`config.mk`:
```
export PLATFORM = sky130hd
export DESIGN_NAME = dbha_top
export DESIGN_NICKNAME = d
export VERILOG_FILES = /design/src/verilog/dbha_pkg.sv /design/src/verilog/dbha_sync.sv /design/src/verilog/dbha_top.sv
export SDC_FILE = /design/constraint.sdc
export NUM_CORES = 1
export LEC_CHECK = 0
export BUFFER_PORTS_ARGS = -buffer_cell sky130_fd_sc_hd__buf_4
export CAP_MARGIN = 30
export CORE_ASPECT_RATIO = 0.8
export CORE_MARGIN = 2
export CORE_UTILIZATION = 50
export CTS_CLUSTER_DIAMETER = 30
export CTS_CLUSTER_SIZE = 10
export DETAILED_ROUTE_END_ITERATION = 7
export PLACE_DENSITY = 0.72
export SETUP_SLACK_MARGIN = 0.3
export SYNTH_ARGS = -nofsm -noshare
export SYNTH_HDL_FRONTEND = slang
export SYNTH_SLANG_ARGS = --single-unit
```
`constraint.sdc`:
```
create_clock -name clk -period 1.6 [get_ports clk]
set_input_delay 0.32 -clock clk [delete_from_list [all_inputs] [get_ports clk]]
set_output_delay 0.32 -clock clk [all_outputs]
set_load 0.01 [all_outputs]
```
`src/verilog/dbha_pkg.sv`:
```
// Overview of operation
// - window aligned on four-byte boundary
// - match A7..A2 and expansion select
// - fitted strap demands zero, open one
// - four consecutive addresses inside window
// - offsets: data, control/status, two setups
// - data port passes byte to bus
// - status port bit order reset..direction
// - status lines in, control lines out
// - auto acknowledge after each data access
// - auto acknowledge only with strap fitted
// - ready rises when request falls
// - data port read clears ready
// - polled or vectored interrupts via setup
package dbha_pkg;
   // ---------------------------------------------------------------
   // register offsets (A1:A0)
   // ---------------------------------------------------------------
   localparam logic [1:0] OFF_DATA_BYTE = 2'h0;
   localparam logic [1:0] OFF_BUS_CTL_STAT = 2'h1;
   localparam logic [1:0] OFF_DATA_SETUP = 2'h2;
   localparam logic [1:0] OFF_CTL_SETUP = 2'h3;
   // ---------------------------------------------------------------
   // status/control port bit positions
   // ---------------------------------------------------------------
   localparam int BIT_BUS_RESET = 7;
   localparam int BIT_SELECT = 6;
   localparam int BIT_ACK = 5;
   localparam int BIT_BUSY = 4;
   localparam int BIT_MSG = 3;
   localparam int BIT_CD = 2;
   localparam int BIT_REQ = 1;
   localparam int BIT_IO = 0;
   localparam int WIN_LSB = 2;
   localparam int STRAP_W = 7;
   // ---------------------------------------------------------------
   // reset values
   // ---------------------------------------------------------------
   localparam logic [2:0] CTL_LINES_RESET = 3'h7;
   localparam logic [7:0] BYTE_RESET = 8'h00;
   localparam logic [7:0] VECTOR_RESET = 8'h00;
   localparam logic [1:0] MODE_RESET = 2'h2;
   localparam logic [7:0] SETUP_READ_VALUE = 8'h00;
   // ---------------------------------------------------------------
   // setup word decode
   // ---------------------------------------------------------------
   localparam logic [3:0] SETUP_MODE_CODE = 4'hf;
   localparam logic [3:0] SETUP_INTCTL_CODE = 4'h7;
   localparam logic [3:0] SETUP_INTEN_CODE = 4'h3;
   localparam int SETUP_INT_EN_BIT = 7;
   localparam logic [1:0] MODE_OUTPUT = 2'h0;
   localparam logic [1:0] MODE_INPUT = 2'h1;
   localparam logic [1:0] MODE_BIDIR = 2'h2;
   // ---------------------------------------------------------------
   // timing
   // ---------------------------------------------------------------
   localparam int CLK_MHZ = 40;
   localparam int SYNC_STAGES = 2;

   typedef struct packed {
      logic bsy_n;
      logic msg_n;
      logic cd_n;
      logic req_n;
      logic io_n;
   } dbha_status_t;

   typedef struct packed {
      logic rst_n;
      logic sel_n;
      logic ack_n;
   } dbha_ctl_t;
endpackage : dbha_pkg

```
`src/verilog/dbha_sync.sv`:
```
`timescale 1ns/1ps
`default_nettype none
module dbha_sync #(
   parameter int WIDTH = 8
) (
   input wire logic clk,
   input wire logic sys_rst,
   input wire logic [WIDTH-1:0] async_in,
   output logic [WIDTH-1:0] sync_out
);
   // ---------------------------------------------------------------
   // two-stage synchroniser per bit
   // ---------------------------------------------------------------
   if (WIDTH < 1) begin : g_bad_width
      $error("dbha_sync: WIDTH must be positive");
   end
   genvar i;
   generate
      for (i = 0; i < WIDTH; i++) begin : g_bit
         logic meta_reg;
         logic stab_reg;
         always_ff @(posedge clk) begin
            if (sys_rst) begin
               meta_reg <= 1'b0;
               stab_reg <= 1'b0;
            end else begin
               meta_reg <= async_in[i];
               stab_reg <= meta_reg;
            end
         end
         assign sync_out[i] = stab_reg;
      end
   endgenerate
endmodule : dbha_sync
`default_nettype wire

```
`src/verilog/dbha_top.sv`:
```
`timescale 1ns/1ps
`default_nettype none
module dbha_top
   import dbha_pkg::*;
(
   input wire logic clk,
   input wire logic sys_rst,
   input wire logic [7:0] bp_addr,
   input wire logic io_expansion_select,
   input wire logic bp_rd,
   input wire logic bp_wr,
   input wire logic bp_int_ack,
   input wire logic [7:0] bp_data_in,
   output logic [7:0] bp_data_out,
   output logic bp_data_oe,
   output logic bp_int_req,
   input wire logic [STRAP_W-1:0] address_strap_header,
   input wire logic auto_acknowledge_strap,
   output logic external_ready_connector,
   input wire logic [7:0] db_in,
   output logic [7:0] db_out,
   output logic db_oe,
   input wire dbha_status_t periph_status,
   output dbha_ctl_t periph_ctl
);
   // ---------------------------------------------------------------
   // synchronise every pin input except clk and sys_rst
   // ---------------------------------------------------------------
   localparam int SYNC_W = 8 + 1 + 1 + 1 + 1 + 8 + STRAP_W + 1 + 8 + 5;
   logic [SYNC_W-1:0] sync_out;
   logic [7:0] addr_s;
   logic iox_s;
   logic rd_s;
   logic wr_s;
   logic intack_s;
   logic [7:0] wdata_s;
   logic [STRAP_W-1:0] strap_s;
   logic strap_auto_s;
   logic [7:0] db_s;
   dbha_status_t stat_s;

   dbha_sync #(.WIDTH(SYNC_W)) u_sync (
      .clk(clk),
      .sys_rst(sys_rst),
      .async_in({bp_addr, io_expansion_select, bp_rd, bp_wr, bp_int_ack, bp_data_in,
                 address_strap_header, auto_acknowledge_strap, db_in, periph_status}),
      .sync_out(sync_out)
   );
   assign {addr_s, iox_s, rd_s, wr_s, intack_s, wdata_s, strap_s, strap_auto_s, db_s, stat_s} = sync_out;

   // ---------------------------------------------------------------
   // window decode and strobe edges
   // ---------------------------------------------------------------
   logic rd_d_reg;
   logic wr_d_reg;
   logic intack_d_reg;
   logic req_d_reg;
   wire [1:0] off = addr_s[1:0];
   wire hit = ({iox_s, addr_s[7:WIN_LSB]} == ~strap_s);
   wire rd_pulse = rd_s & ~rd_d_reg & hit;
   wire wr_pulse = wr_s & ~wr_d_reg & hit;
   wire data_rd = rd_pulse & (off == OFF_DATA_BYTE);
   wire data_wr = wr_pulse & (off == OFF_DATA_BYTE);
   wire ctl_wr = wr_pulse & (off == OFF_BUS_CTL_STAT);
   wire setup_a_wr = wr_pulse & (off == OFF_DATA_SETUP);
   // port b direction is fixed, its setup writes are absorbed
   wire req_fall = req_d_reg & ~stat_s.req_n;
   wire intack_rise = intack_s & ~intack_d_reg;

   always_ff @(posedge clk) begin
      if (sys_rst) begin
         rd_d_reg <= 1'b0;
         wr_d_reg <= 1'b0;
         intack_d_reg <= 1'b0;
         // same level as the synchroniser reset, so no false fall
         req_d_reg <= 1'b0;
      end else begin
         rd_d_reg <= rd_s;
         wr_d_reg <= wr_s;
         intack_d_reg <= intack_s;
         req_d_reg <= stat_s.req_n;
      end
   end

   // ---------------------------------------------------------------
   // registers
   // ---------------------------------------------------------------
   logic [7:0] data_out_reg;
   logic [2:0] ctl_lines_reg;
   logic [1:0] mode_a_reg;
   logic [7:0] vector_reg;
   logic int_en_reg;
   logic ready_reg;
   logic ack_auto_reg;
   logic irq_reg;
   logic [7:0] rdata_reg;
   logic vec_drive_reg;

   wire [7:0] ctl_stat_view = {periph_ctl.rst_n, periph_ctl.sel_n, periph_ctl.ack_n, stat_s.bsy_n,
                               stat_s.msg_n, stat_s.cd_n, stat_s.req_n, stat_s.io_n};
   wire [7:0] rd_mux = (off == OFF_DATA_BYTE) ? db_s :
                       (off == OFF_BUS_CTL_STAT) ? ctl_stat_view : SETUP_READ_VALUE;
   wire is_vec = ~wdata_s[0];
   wire is_mode = (wdata_s[3:0] == SETUP_MODE_CODE);
   wire is_inten = (wdata_s[3:0] == SETUP_INTCTL_CODE) | (wdata_s[3:0] == SETUP_INTEN_CODE);
   wire ack_set = (data_rd | data_wr) & strap_auto_s;
   wire ack_clr = ack_auto_reg & stat_s.req_n;
   wire ready_next = req_fall | (ready_reg & ~data_rd);
   wire irq_next = (req_fall & int_en_reg) | (irq_reg & ~intack_rise);

   always_ff @(posedge clk) begin
      if (sys_rst) begin
         data_out_reg <= BYTE_RESET;
         ctl_lines_reg <= CTL_LINES_RESET;
      end else begin
         if (data_wr) data_out_reg <= wdata_s;
         if (ctl_wr) ctl_lines_reg <= wdata_s[BIT_BUS_RESET:BIT_ACK];
      end
   end

   always_ff @(posedge clk) begin
      if (sys_rst) begin
         mode_a_reg <= MODE_RESET;
         vector_reg <= VECTOR_RESET;
         int_en_reg <= 1'b0;
      end else begin
         if (setup_a_wr & is_vec) vector_reg <= wdata_s;
         if (setup_a_wr & ~is_vec & is_mode) mode_a_reg <= wdata_s[7:6];
         if (setup_a_wr & ~is_vec & is_inten) int_en_reg <= wdata_s[SETUP_INT_EN_BIT];
      end
   end

   always_ff @(posedge clk) begin
      if (sys_rst) begin
         ready_reg <= 1'b0;
         ack_auto_reg <= 1'b0;
         irq_reg <= 1'b0;
      end else begin
         ready_reg <= ready_next;
         ack_auto_reg <= ack_set | (ack_auto_reg & ~ack_clr);
         irq_reg <= irq_next;
      end
   end

   always_ff @(posedge clk) begin
      if (sys_rst) begin
         rdata_reg <= BYTE_RESET;
         vec_drive_reg <= 1'b0;
      end else begin
         if (intack_rise & irq_reg) rdata_reg <= vector_reg;
         else if (rd_pulse) rdata_reg <= rd_mux;
         if (intack_rise) vec_drive_reg <= irq_reg;
         else if (~intack_s) vec_drive_reg <= 1'b0;
      end
   end

   // ---------------------------------------------------------------
   // pin drive
   // ---------------------------------------------------------------
   assign bp_data_out = rdata_reg;
   assign bp_data_oe = (rd_s & rd_d_reg & hit) | vec_drive_reg;
   assign bp_int_req = irq_reg;
   assign external_ready_connector = ready_reg;
   assign db_out = data_out_reg;
   assign db_oe = (mode_a_reg == MODE_OUTPUT) | ((mode_a_reg == MODE_BIDIR) & stat_s.io_n);
   assign periph_ctl = '{rst_n: ctl_lines_reg[2], sel_n: ctl_lines_reg[1],
                         ack_n: ctl_lines_reg[0] & ~ack_auto_reg};

   // ---------------------------------------------------------------
   // assertions
   // ---------------------------------------------------------------
   property p_outside_window;
      @(posedge clk) disable iff (sys_rst)
      (wr_s & ~wr_d_reg & ~hit) |=> $stable(data_out_reg) && $stable(ctl_lines_reg);
   endproperty
   a_outside_window: assert property (p_outside_window) else $error("write outside window took effect");

   property p_data_write;
      @(posedge clk) disable iff (sys_rst)
      data_wr |=> (db_out == $past(wdata_s));
   endproperty
   a_data_write: assert property (p_data_write) else $error("data byte not placed on bus");

   property p_ctl_write;
      @(posedge clk) disable iff (sys_rst)
      ctl_wr |=> (ctl_lines_reg == $past(wdata_s[7:5]));
   endproperty
   a_ctl_write: assert property (p_ctl_write) else $error("control lines not loaded");

   property p_data_read;
      @(posedge clk) disable iff (sys_rst)
      data_rd |=> (bp_data_out == $past(db_s));
   endproperty
   a_data_read: assert property (p_data_read) else $error("data read returned wrong byte");

   property p_auto_ack;
      @(posedge clk) disable iff (sys_rst)
      ((data_rd | data_wr) & strap_auto_s) |=> !periph_ctl.ack_n;
   endproperty
   a_auto_ack: assert property (p_auto_ack) else $error("acknowledge not asserted after access");

   property p_ack_strap;
      @(posedge clk) disable iff (sys_rst)
      $rose(ack_auto_reg) |-> $past(strap_auto_s);
   endproperty
   a_ack_strap: assert property (p_ack_strap) else $error("auto acknowledge without strap");

   property p_ack_hold;
      @(posedge clk) disable iff (sys_rst)
      (ack_auto_reg & ~stat_s.req_n) |=> ack_auto_reg;
   endproperty
   a_ack_hold: assert property (p_ack_hold) else $error("acknowledge dropped before request");

   property p_ack_release;
      @(posedge clk) disable iff (sys_rst)
      (ack_auto_reg & stat_s.req_n & ~ack_set) |=> !ack_auto_reg;
   endproperty
   a_ack_release: assert property (p_ack_release) else $error("acknowledge not released");

   property p_ready_set;
      @(posedge clk) disable iff (sys_rst)
      req_fall |=> external_ready_connector;
   endproperty
   a_ready_set: assert property (p_ready_set) else $error("ready missed request");

   property p_ready_clear;
      @(posedge clk) disable iff (sys_rst)
      (data_rd & ~req_fall) |=> !external_ready_connector;
   endproperty
   a_ready_clear: assert property (p_ready_clear) else $error("ready not cleared by read");

   property p_vector_load;
      @(posedge clk) disable iff (sys_rst)
      (intack_rise & irq_reg) |=> (bp_data_out == $past(vector_reg)) && bp_data_oe && !bp_int_req;
   endproperty
   a_vector_load: assert property (p_vector_load) else $error("wrong vector returned");

   c_data_write: cover property (@(posedge clk) disable iff (sys_rst) data_wr ##1 !periph_ctl.ack_n);
   c_ready_cycle: cover property (@(posedge clk) disable iff (sys_rst) req_fall ##[1:50] data_rd);
   c_int_ack: cover property (@(posedge clk) disable iff (sys_rst) irq_reg ##[1:50] vec_drive_reg);
endmodule : dbha_top
`default_nettype wire

```
Word-level counts from Yosys, hierarchy flattened
Cells that the tools add are included.
{"block": "op_classes", "n_eq_ne": 8, "mux": 6, "n_bitwise": 42, "n_reduce_logical": 3}
{"cell": "2-to-1 mux 8 bit", "n": 4}
{"cell": "bitwise AND 1 bit", "n": 25}
{"cell": "NOT 1 bit", "n": 9}
{"cell": "equality test 7 bit", "n": 1}
{"cell": "NOT 7 bit", "n": 1}
{"cell": "OR 1 bit", "n": 7}
{"cell": "equality test 2 bit (second input constant)", "n": 2}
{"cell": "equality test 4 x 2 -> 1 bit (second input constant)", "n": 1}
{"cell": "equality test 4 x 3 -> 1 bit (second input constant)", "n": 1}
{"cell": "equality test 4 bit (second input constant)", "n": 1}
{"cell": "zero test 2 bit", "n": 2}
{"cell": "equality test 2 x 1 -> 1 bit (second input constant)", "n": 1}
{"cell": "2-to-1 mux 1 bit", "n": 2}
{"cell": "!= test 2 bit (second input constant)", "n": 1}
{"cell": "nonzero test 2 bit", "n": 1}
{"block": "totals", "regBits": 120, "in_bits": 43, "out_inout_bits": 23, "elab_cells": 155}

Longest topological paths before layout
Gate-level depths: netlist of the first run.
{"block": "depth", "depth_word": 7, "depth_mapped": 6, "mapped_depth_nobuf": 4}

Modules after synthesis
Synthesis of the first run repeated with hierarchy kept, for this count alone.
{"block": "hier_totals", "hier_cells": 420, "area_unflattened_um2": 4614.4}
{"mod": "dbha_sync", "n_inst": 1, "cells_per_inst": 214, "area_each_um2": 2763.9, "seq_area_each_um2": 1641.6}
{"mod": "dbha_top", "n_inst": 1, "cells_per_inst": 206, "area_each_um2": 1850.5, "seq_area_each_um2": 760.7}

Least setup slack after synthesis of the first run
No wires, ideal clock.
{"block": "synth_timing", "path_type": "register -> register", "from": "reg u_sync.g_bit[35].stab_reg", "to": "reg rdata_reg[5], in the netlist bp_data_out[5]", "setup_ns": 0.091, "arrival_time_ns": 1.567, "t_required_ns": 1.509, "path_slack_ns": -0.058, "stages_incl_launch_ff": 6, "path_buffers": 1, "period_less_slack_ns": 1.658, "path_cell_list": "dfxtp_1 xor2_1 nand4_2 buf_6 or4_1 a311oi_1"}
{"block": "synth_between", "elab_chain_cells": 3}
{"element": "start, declared", "line": "dbha_sync.sv:21", "source": "logic stab_reg;"}
{"element": "start signal, assigned", "line": "dbha_sync.sv:28", "source": "stab_reg <= meta_reg;"}
{"element": "equality test 7 bit", "line": "dbha_top.sv:59", "source": "wire hit = ({iox_s, addr_s[7:WIN_LSB]} == ~strap_s);"}
{"element": "bitwise AND 1 bit", "line": "dbha_top.sv:60", "source": "wire rd_pulse = rd_s & ~rd_d_reg & hit;"}
{"element": "nonzero test 2 bit (no line)"}
{"element": "end signal, assigned", "line": "dbha_top.sv:150", "source": "if (intack_rise & irq_reg) rdata_reg <= vector_reg;"}
{"element": "end signal, assigned", "line": "dbha_top.sv:151", "source": "else if (rd_pulse) rdata_reg <= rd_mux;"}
{"element": "end, declared", "line": "dbha_top.sv:96", "source": "logic [7:0] rdata_reg;"}
Every way passes these cells.
A chain may end at the register's enable or synchronous reset.

Worst setup path after layout of the first run
{"block": "layout_timing", "from": "reg u_sync.g_bit[15].stab_reg", "to": "reg rdata_reg[4], in the netlist bp_data_out[4]"}
{"block": "layout_between", "elab_chain_cells": 4}
{"element": "start, declared", "line": "dbha_sync.sv:21"}
{"element": "start signal, assigned", "line": "dbha_sync.sv:28"}
{"element": "NOT 7 bit", "line": "dbha_top.sv:59"}
{"element": "equality test 7 bit", "line": "dbha_top.sv:59"}
{"element": "bitwise AND 1 bit", "line": "dbha_top.sv:60"}
{"element": "nonzero test 2 bit (no line)"}
Every way passes these cells.

==> flow_summary.ini, run 1 <==
[cts]
cts_sinks = 120
clk_latency_ps = 500
cts-root-buf = clkbuf_8
clockBufferDepth = 2
cts_inserted_buffers = 17
cts_tree = yes
clk_pin_slew_worst_paths_ps = 60
hold_buffers = 0
htree_levels = 4

[final_layout]
drive_gt1_share_pct = 44.0
fin_nets = 529
num_antenna_cells = 0
num-fill-cells = 520
fin_util_pct = 75.4
instances_no_fill = 606
design_area_mm2 = 0.00593
area_delta_synth_final_pct = 46.9

[die]
rows = 29
io_pins = 66
die_w_um = 104
die_y_um = 84.4
start_util_pct = 51.3
core_mm2 = 0.00787
die_area_mm2 = 0.00882

[power_and_ir_drop]
p_per_area_mw_per_mm2 = 1210
peakVddDrop_uv = 648
p_total_mw = 7.20
p_leak_nw = 2.43

[outcome]
violations = negative setup slack
run_status = finished with violations

[grt]
grt_pass1_wl_um = 14100
groute.usage.overall_pct = 20.6
grt_max_degree = 119
grt-ovfl-total = 0
grt_pass1_vias = 3001
antenna_found_initial = 0

[drt]
drt_wl_total_um = 9370
drcViolationCount = 0
dr.pass1.iters = 4
viasPerCell = 5.14
vias = 3112
ant_nets = 0
drt_iter0_markers = 129
wl_per_cell_um = 15.5

[min_path]
worstHoldPathType = in -> reg
hp-start = bp_data_in[3]
min_to = u_sync.g_bit[24].meta_reg
holdPathStages = 2

[logic_synthesis]
syn_inst = 379
ys_ff_latch = 120
synth_edf_count = 0
synthDistinctLibCells = 33
synth_fp_nets = 422
synth_area_per_cell_um2 = 10.7
ys_warn_count = 0
synth.area.top_cells = dfxtp_1 (59%), nor2b_1 (14%), mux2i_1 (4.2%)
netlist_area_mm2 = 0.00404
async_reset_ff_share_pct = 0
ys.flop_type = dfxtp_1
yosysSeqAreaShare_pct = 59.5
yosys.area.top_type = dfxtp_1
yosysTopAreaCellShare_pct = 59.5

[critical_path]
setup.worst_path.class = reg -> reg
end_kind = flip-flop
cp_data_arrival_time_ps = 2390
r2r_cells = 7
regToRegSetupSlack_ps = -400
reg2reg_to = bp_data_out[4]
crit_required_ps = 2000
path_max_fanout = 17
cp-start-kind = flip-flop
reg2reg_from = u_sync.g_bit[15].stab_reg

[sta]
min_period_ps = 2000
skew_ps = 7.50
rsz0062_at_grt = yes
slew_headroom_pct = 67.9
timing.final.ws_setup_ps = -400
hold_viol_final = 0
worst_pin_slew_ps = 481
finalCritPeriodShare_pct = 125
fin_hold_ws_ps = 30.9
finalSetupViolCount = 32
fmax_mhz = 500
setup_tns_ps = -8630
drv_slew = 0

[placement]
pre_cts_ws_ps = -142
place_inst = 551
globalplace.congestion = 0.813
io_buffers = 65
placed_area_mm2 = 0.00479
hpwl_um = 5250

[job]
cap_viol_max_count = 0
## worst max-delay path: stages (launching register included)
cell and delay (ps):
dfxtp_2 320, xor2_2 200, nand4_2 160, buf_12 160, buf_4 130, buf_12 140
or4_4 520, a311oi_2 260
## cells in the mapped netlist (7+ instances only)
| master | n |
|---|---|
| dfxtp_1 | 120 |
| nor2b_1 | 88 |
| nor2_1 | 19 |
| clkbuf_1 | 18 |
| mux2i_1 | 17 |
| a21oi_1 | 15 |
| nand4_1 | 12 |
| o31ai_1 | 12 |
| o21ai_0 | 9 |
| or4_1 | 9 |
| a311oi_1 | 8 |
| nand2_1 | 7 |
| xor2_1 | 7 |
## cells by family after synthesis
kind of cell / Yosys count / share of synthesized area [%]
buffers and inverters: 30 / 3.22
xor gates and xnor gates: 7 / 1.52
and+or+nand+nor: 157 / 23.7
DFF: 120 / 59.5
AOI/OAI and AO/OA: 48 / 7.84
muxes: 17 / 4.21
## repair_timing
item,CTS,global route
setup buffers,10,12
pin swaps,27,15
gates cloned,1,1
endpoints found under the setup margin,45,53
gates resized for setup,51,51
## worst max path at each step
stage,endpoint,slack [ps],startpoint,depth (start not counted)
finish,bp_data_out[4],-400,u_sync.g_bit[15].stab_reg,7
global placement,bp_data_out[2],-40,u_sync.g_bit[37].stab_reg,5
global route,bp_data_oe,-440,u_sync.g_bit[40].stab_reg,6
detailed placement,bp_data_out[4],-140,u_sync.g_bit[36].stab_reg,5
CTS,bp_data_oe,-350,u_sync.g_bit[40].stab_reg,6
floorplan,bp_data_oe,40,u_sync.g_bit[19].stab_reg,6
## placed cells by master (no fill, tap or decap), types with 2 or more instances in the layout
master and n:
dfxtp_1 88, nor2b_1 87, buf_4 86, dfxtp_2 31, buf_6 24, nor2_1 18, mux2i_1 17, clkbuf_16 17
nand4_1 12, a21oi_1 11, o21ai_0 9, xor2_2 7, nand2_1 7, or4_4 7, o31ai_1 6, o31ai_2 5
a311oi_2 5, a21oi_2 4, clkbuf_8 4, buf_12 4, nand3_2 3, a311oi_1 3, clkbuf_1 3, bufinv_16 3
clkinv_2 3, nand4_2 2, inv_1 2, nor3b_1 2, nand3b_1 2, or4_1 2, nor4_1 2, a31o_2 2
nand2b_1 2, clkinvlp_4 2
## where the power goes
group | switching (mW) | total, mW | internal [mW] | leakage, nW
Combinational | 0.151 | 0.353 | 0.202 | 1.15
Sequential | 0.0405 | 3.13 | 3.09 | 0.998
Clock | 1.24 | 3.71 | 2.48 | 0.284
## per-layer routing
metal / GRT usage (%) / share of wire, %
met3: 6.13 / 5.4
met1: 25.8 / 43
met2: 32.6 / 50
met4: 10.2 / 1.4
met5: 0 / 0
## layout make-up
cell class | count | area (um^2) | area share [%]
multi-input combinational | 229 | 1730 | 29.2
clock inverter | 8 | 120 | 2.02
sequential | 120 | 2440 | 41.2
tap | 108 | 135 | 2.28
inverter | 3 | 11.3 | 0.190
clock buffer | 23 | 467 | 7.87
timing repair buffer | 115 | 1020 | 17.2
Note: power is estimated with default switching activity, not from simulation.
==> run 2, diff against run 1 <==
--- a/config.mk
+++ b/config.mk
@@ -11,9 +11,10 @@
 export CORE_MARGIN = 2
 export CORE_UTILIZATION = 50
 export CTS_CLUSTER_DIAMETER = 30
-export CTS_CLUSTER_SIZE = 10
+export CTS_CLUSTER_SIZE = 28
 export DETAILED_ROUTE_END_ITERATION = 7
 export PLACE_DENSITY = 0.72
+export RECOVER_POWER = 50
 export SETUP_SLACK_MARGIN = 0.3
 export SYNTH_ARGS = -nofsm -noshare
 export SYNTH_HDL_FRONTEND = slang
==> flow_summary.ini, run 2 (same netlist as run 1, synthesis figures left out) <==
[critical_path]
critPathBufInv = 3
slowest_delay_ps = 520
path_common_cell = buf_12
crit_required_ps = 1980
critPathSlowestCell = or4_4
cp_data_arrival_time_ps = 2390
cp-start-kind = flip-flop
path_cells = xor2_2, nand4_2, buf_12, buf_4, buf_12, or4_4, a311oi_2
path_max_fanout = 17
setup.worst_path.class = reg -> reg
critPathTopFamily = simple AND/OR/NAND/NOR gates
end_kind = flip-flop

[power_and_ir_drop]
peakVddDrop_uv = 647
p_per_area_mw_per_mm2 = 1220
p_leak_nw = 2.43
p_total_mw = 7.19

[final_layout]
design_area_mm2 = 0.00592
fin_nets = 529
num-fill-cells = 524
drive_gt1_share_pct = 43.8
final_common_cell = dfxtp_1
fin_util_pct = 75.1
final_cell_mix = dfxtp_1 (88), nor2b_1 (87), buf_4 (85)
area_delta_synth_final_pct = 46.5
instances_no_fill = 606
num_antenna_cells = 0

[sta]
worst_pin_slew_ps = 1250
rsz0062_at_grt = yes
fmax_mhz = 498
fin_hold_ws_ps = 29.3
slew_headroom_pct = 16.6
setup_tns_ps = -9250
timing.final.ws_setup_ps = -409
min_period_ps = 2010
hold_viol_final = 0
finalSetupViolCount = 32
finalCritPeriodShare_pct = 126
drv_slew = 0
skew_ps = 9.03

[placement]
io_buffers = 65
placed_area_mm2 = 0.00479
globalplace.congestion = 0.813
pre_cts_ws_ps = -142
hpwl_um = 5250
place_inst = 551

[drt]
drcViolationCount = 0
viasPerCell = 5.14
dr.pass1.iters = 4
wl_met2_um = 4710
wl_per_cell_um = 15.5
drt_iter0_markers = 119
met3RoutedLength_um = 571
wl_met1_um = 3960
ant_nets = 0
drt_wl_total_um = 9360
vias = 3112
top_layer = met4

[cts]
cts-root-buf = clkbuf_8
clockBufferDepth = 2
clk_pin_slew_worst_paths_ps = 60
hold_buffers = 0
htree_levels = 4
cts_inserted_buffers = 17
cts_sinks = 120
clk_latency_ps = 500
cts_tree = yes

[outcome]
violations = negative setup slack
run_status = finished with violations

[die]
start_util_pct = 51.3
core_mm2 = 0.00787
io_pins = 66
die_y_um = 84.4
die_area_mm2 = 0.00882
die_w_um = 104
rows = 29

[min_path]
worstHoldPathType = in -> reg

[job]
cap_viol_max_count = 0

[grt]
grt_max_degree = 119
grt_pass1_vias = 3001
antenna_found_initial = 0
grt_pass1_wl_um = 14100
grt-ovfl-total = 0
groute.usage.overall_pct = 20.6
## run 2: cell count changes in the layout (fill, tap and decap cells not counted), sizes merged
cell / before / now
clkbuf: 24 / 26
buf: 114 / 112
## run 2: cell type report
| class | count | area (um^2) | share of cell area [%] |
|---|---|---|---|
| clock buffers | 23 | 467 | 7.89 |
| clock inverters | 8 | 120 | 2.03 |
| inverters | 3 | 11.3 | 0.190 |
| multi-input cells | 229 | 1730 | 29.3 |
| flip-flops and latches | 120 | 2440 | 41.3 |
| well taps | 108 | 135 | 2.28 |
| repair buffers | 115 | 1000 | 17.0 |
## run 2: metal layers
layer / vias to the layer above / GRT usage (%)
met5: - / 0
met4: 0 / 10.2
met3: 9 / 6.13
met2: 105 / 32.6
met1: 1495 / 25.8
li1: 1503 / -
## run 2: final timing paths
check	slack, ps	from	to	cells after the start
worst min register to register	430	u_sync.g_bit[9].meta_reg	u_sync.g_bit[9].stab_reg	1
worst min-delay path	30	bp_data_in[3]	u_sync.g_bit[24].meta_reg	2
worst max-delay path	-410	u_sync.g_bit[40].stab_reg	bp_data_out[4]	7
worst max register to register	-410	u_sync.g_bit[40].stab_reg	bp_data_out[4]	7
## run 2: repair_timing
action / CTS / global route
pin swaps: 27 / 15
gates resized for setup: 51 / 51
cloned: 1 / 1
setup endpoints to repair: 45 / 53
setup buffers: 10 / 12
## run 2: power by group
part	switching [mW]	internal (mW)	leakage, nW
logic	0.151	0.199	1.14
registers	0.0401	3.09	0.998
clock network	1.23	2.48	0.284
total	1.42	5.77	2.43
## run 2: worst register-to-register path, delay by kind of cell, from the launching register on
| family | cells | cell delay [ps] |
|---|---|---|
| AO/OA/AOI/OAI | 1 | 260 |
| flip-flops | 1 | 330 |
| XOR/XNOR | 1 | 190 |
| buffers and inverters | 3 | 430 |
| AND/OR/NAND/NOR | 2 | 690 |
==> run 3, diff against run 2 <==
--- a/config.mk
+++ b/config.mk
@@ -13,6 +13,7 @@
 export CTS_CLUSTER_DIAMETER = 30
 export CTS_CLUSTER_SIZE = 28
 export DETAILED_ROUTE_END_ITERATION = 7
+export MAX_ROUTING_LAYER = met4
 export PLACE_DENSITY = 0.72
 export RECOVER_POWER = 50
 export SETUP_SLACK_MARGIN = 0.3
==> flow_summary.ini, run 3 (same netlist as run 1, synthesis figures left out) <==
[sta]
hold_viol_final = 0
worst_pin_slew_ps = 1200
timing.final.ws_setup_ps = -367
finalCritPeriodShare_pct = 123
slew_headroom_pct = 20.1
rsz0062_at_grt = yes
setup_tns_ps = -3950
skew_ps = 5.36
fin_hold_ws_ps = 20.1
drv_slew = 0
min_period_ps = 1970
finalSetupViolCount = 28
fmax_mhz = 508

[min_path]
holdPathStages = 2
worstHoldPathType = in -> reg

[power_and_ir_drop]
p_leak_nw = 2.29
peakVddDrop_uv = 1020
p_per_area_mw_per_mm2 = 1210

[drt]
ant_nets = 0
drt_iter0_markers = 149
wl_per_cell_um = 14.3
dr.pass1.iters = 4
drt_wl_total_um = 8450
vias = 2940
viasPerCell = 4.98
drcViolationCount = 0

[grt]
grt-ovfl-total = 0
groute.usage.overall_pct = 20.8
antenna_found_initial = 0
grt_pass1_wl_um = 13600
grt_max_degree = 119
grt_pass1_vias = 2929

[final_layout]
area_delta_synth_final_pct = 42.2
final_cell_mix = nor2b_1 (87), dfxtp_1 (84), buf_4 (71)
num-fill-cells = 572
drive_gt1_share_pct = 42.5
multi_input_area_mm2 = 0.00174
instances_no_fill = 590
fin_util_pct = 72.9
fin_nets = 512
final_common_cell = nor2b_1
num_antenna_cells = 0
regArea_mm2 = 0.00245

[die]
io_pins = 66
die_y_um = 84.4
die_area_mm2 = 0.00882
rows = 29
die_w_um = 104
start_util_pct = 51.3
core_mm2 = 0.00787

[outcome]
run_status = finished with violations
violations = negative setup slack

[cts]
clk_pin_slew_worst_paths_ps = 50
htree_levels = 4
cts_tree = yes
cts_sinks = 120
clk_latency_ps = 510
cts_inserted_buffers = 17
hold_buffers = 0
clockBufferDepth = 2
cts-root-buf = clkbuf_8

[critical_path]
cp-start-kind = flip-flop
r2r_cells = 6
crit_required_ps = 1280
cp_data_arrival_time_ps = 1650
end_kind = primary output
setup.worst_path.class = reg -> out
path_max_fanout = 2

[placement]
place_inst = 549
globalplace.congestion = 0.814
pre_cts_ws_ps = -197
hpwl_um = 5320
io_buffers = 65

[job]
cap_viol_max_count = 0
[run 3: changes by cell type in the layout (fill, tap and decap cells not counted), moves of 4 or more]
cell and delta:
o31ai_2 +4, buf_4 -14, dfxtp_1 -4, or4_4 -4, o31ai_1 -4, or4_1 +4
[run 3: layout make-up]
cell class	instances	area share (%)
clock buffer	20	7.58
sequential	120	42.7
tap	108	2.35
timing repair buffer	98	14.6
multi-input combinational	229	30.4
inverter	3	0.196
clock inverter	12	2.20
[run 3: power by group]
part           leakage (nW)  switching [mW]  total, mW  internal [mW]
Clock                 0.263            1.28       3.52           2.24
Combinational          1.03           0.140      0.304          0.164
Sequential            0.999          0.0398       3.13           3.09
[run 3: layer usage]
layer  share of wire, %  GRT usage, %  vias to the layer above
met2                 49          31.9                       77
met1                 44          25.6                     1382
met5                  0             -                        -
met3                5.6          6.91                       13
li1                   -             -                     1468
met4                1.8          7.62                        0
[run 3: worst paths after layout]
check,start,to,slack (ps)
max,u_sync.g_bit[19].stab_reg,bp_data_oe,-370
min,db_in[0],u_sync.g_bit[5].meta_reg,20
max reg2reg,u_sync.g_bit[19].stab_reg,bp_data_out[2],-320
min reg2reg,u_sync.g_bit[18].meta_reg,u_sync.g_bit[18].stab_reg,430
[run 3: per-stage QoR]
stage	power (mW)	area [um^2]
final	6.96	5740
after global routing	7.20	5740
after CTS	7.00	5570
after detailed placement	3.48	4780
after global placement	3.47	4780
after floorplan	3.34	4110
[run 3: timing repair]
| item | CTS | global route |
|---|---|---|
| gates cloned | 0 | 0 |
| setup endpoints to repair | 48 | 55 |
| pin swaps | 12 | 10 |
| endpoints found under the hold margin | 0 | 0 |
| gates resized for setup | 61 | 40 |
| setup buffers | 4 | 5 |
[run 3: critical path, stage by stage, from the launching register on]
cell	delay, ps
dfxtp_2	340
xor2_2	190
nand4_2	130
buf_12	160
nor2_4	80
a31o_4	140
buf_6	90
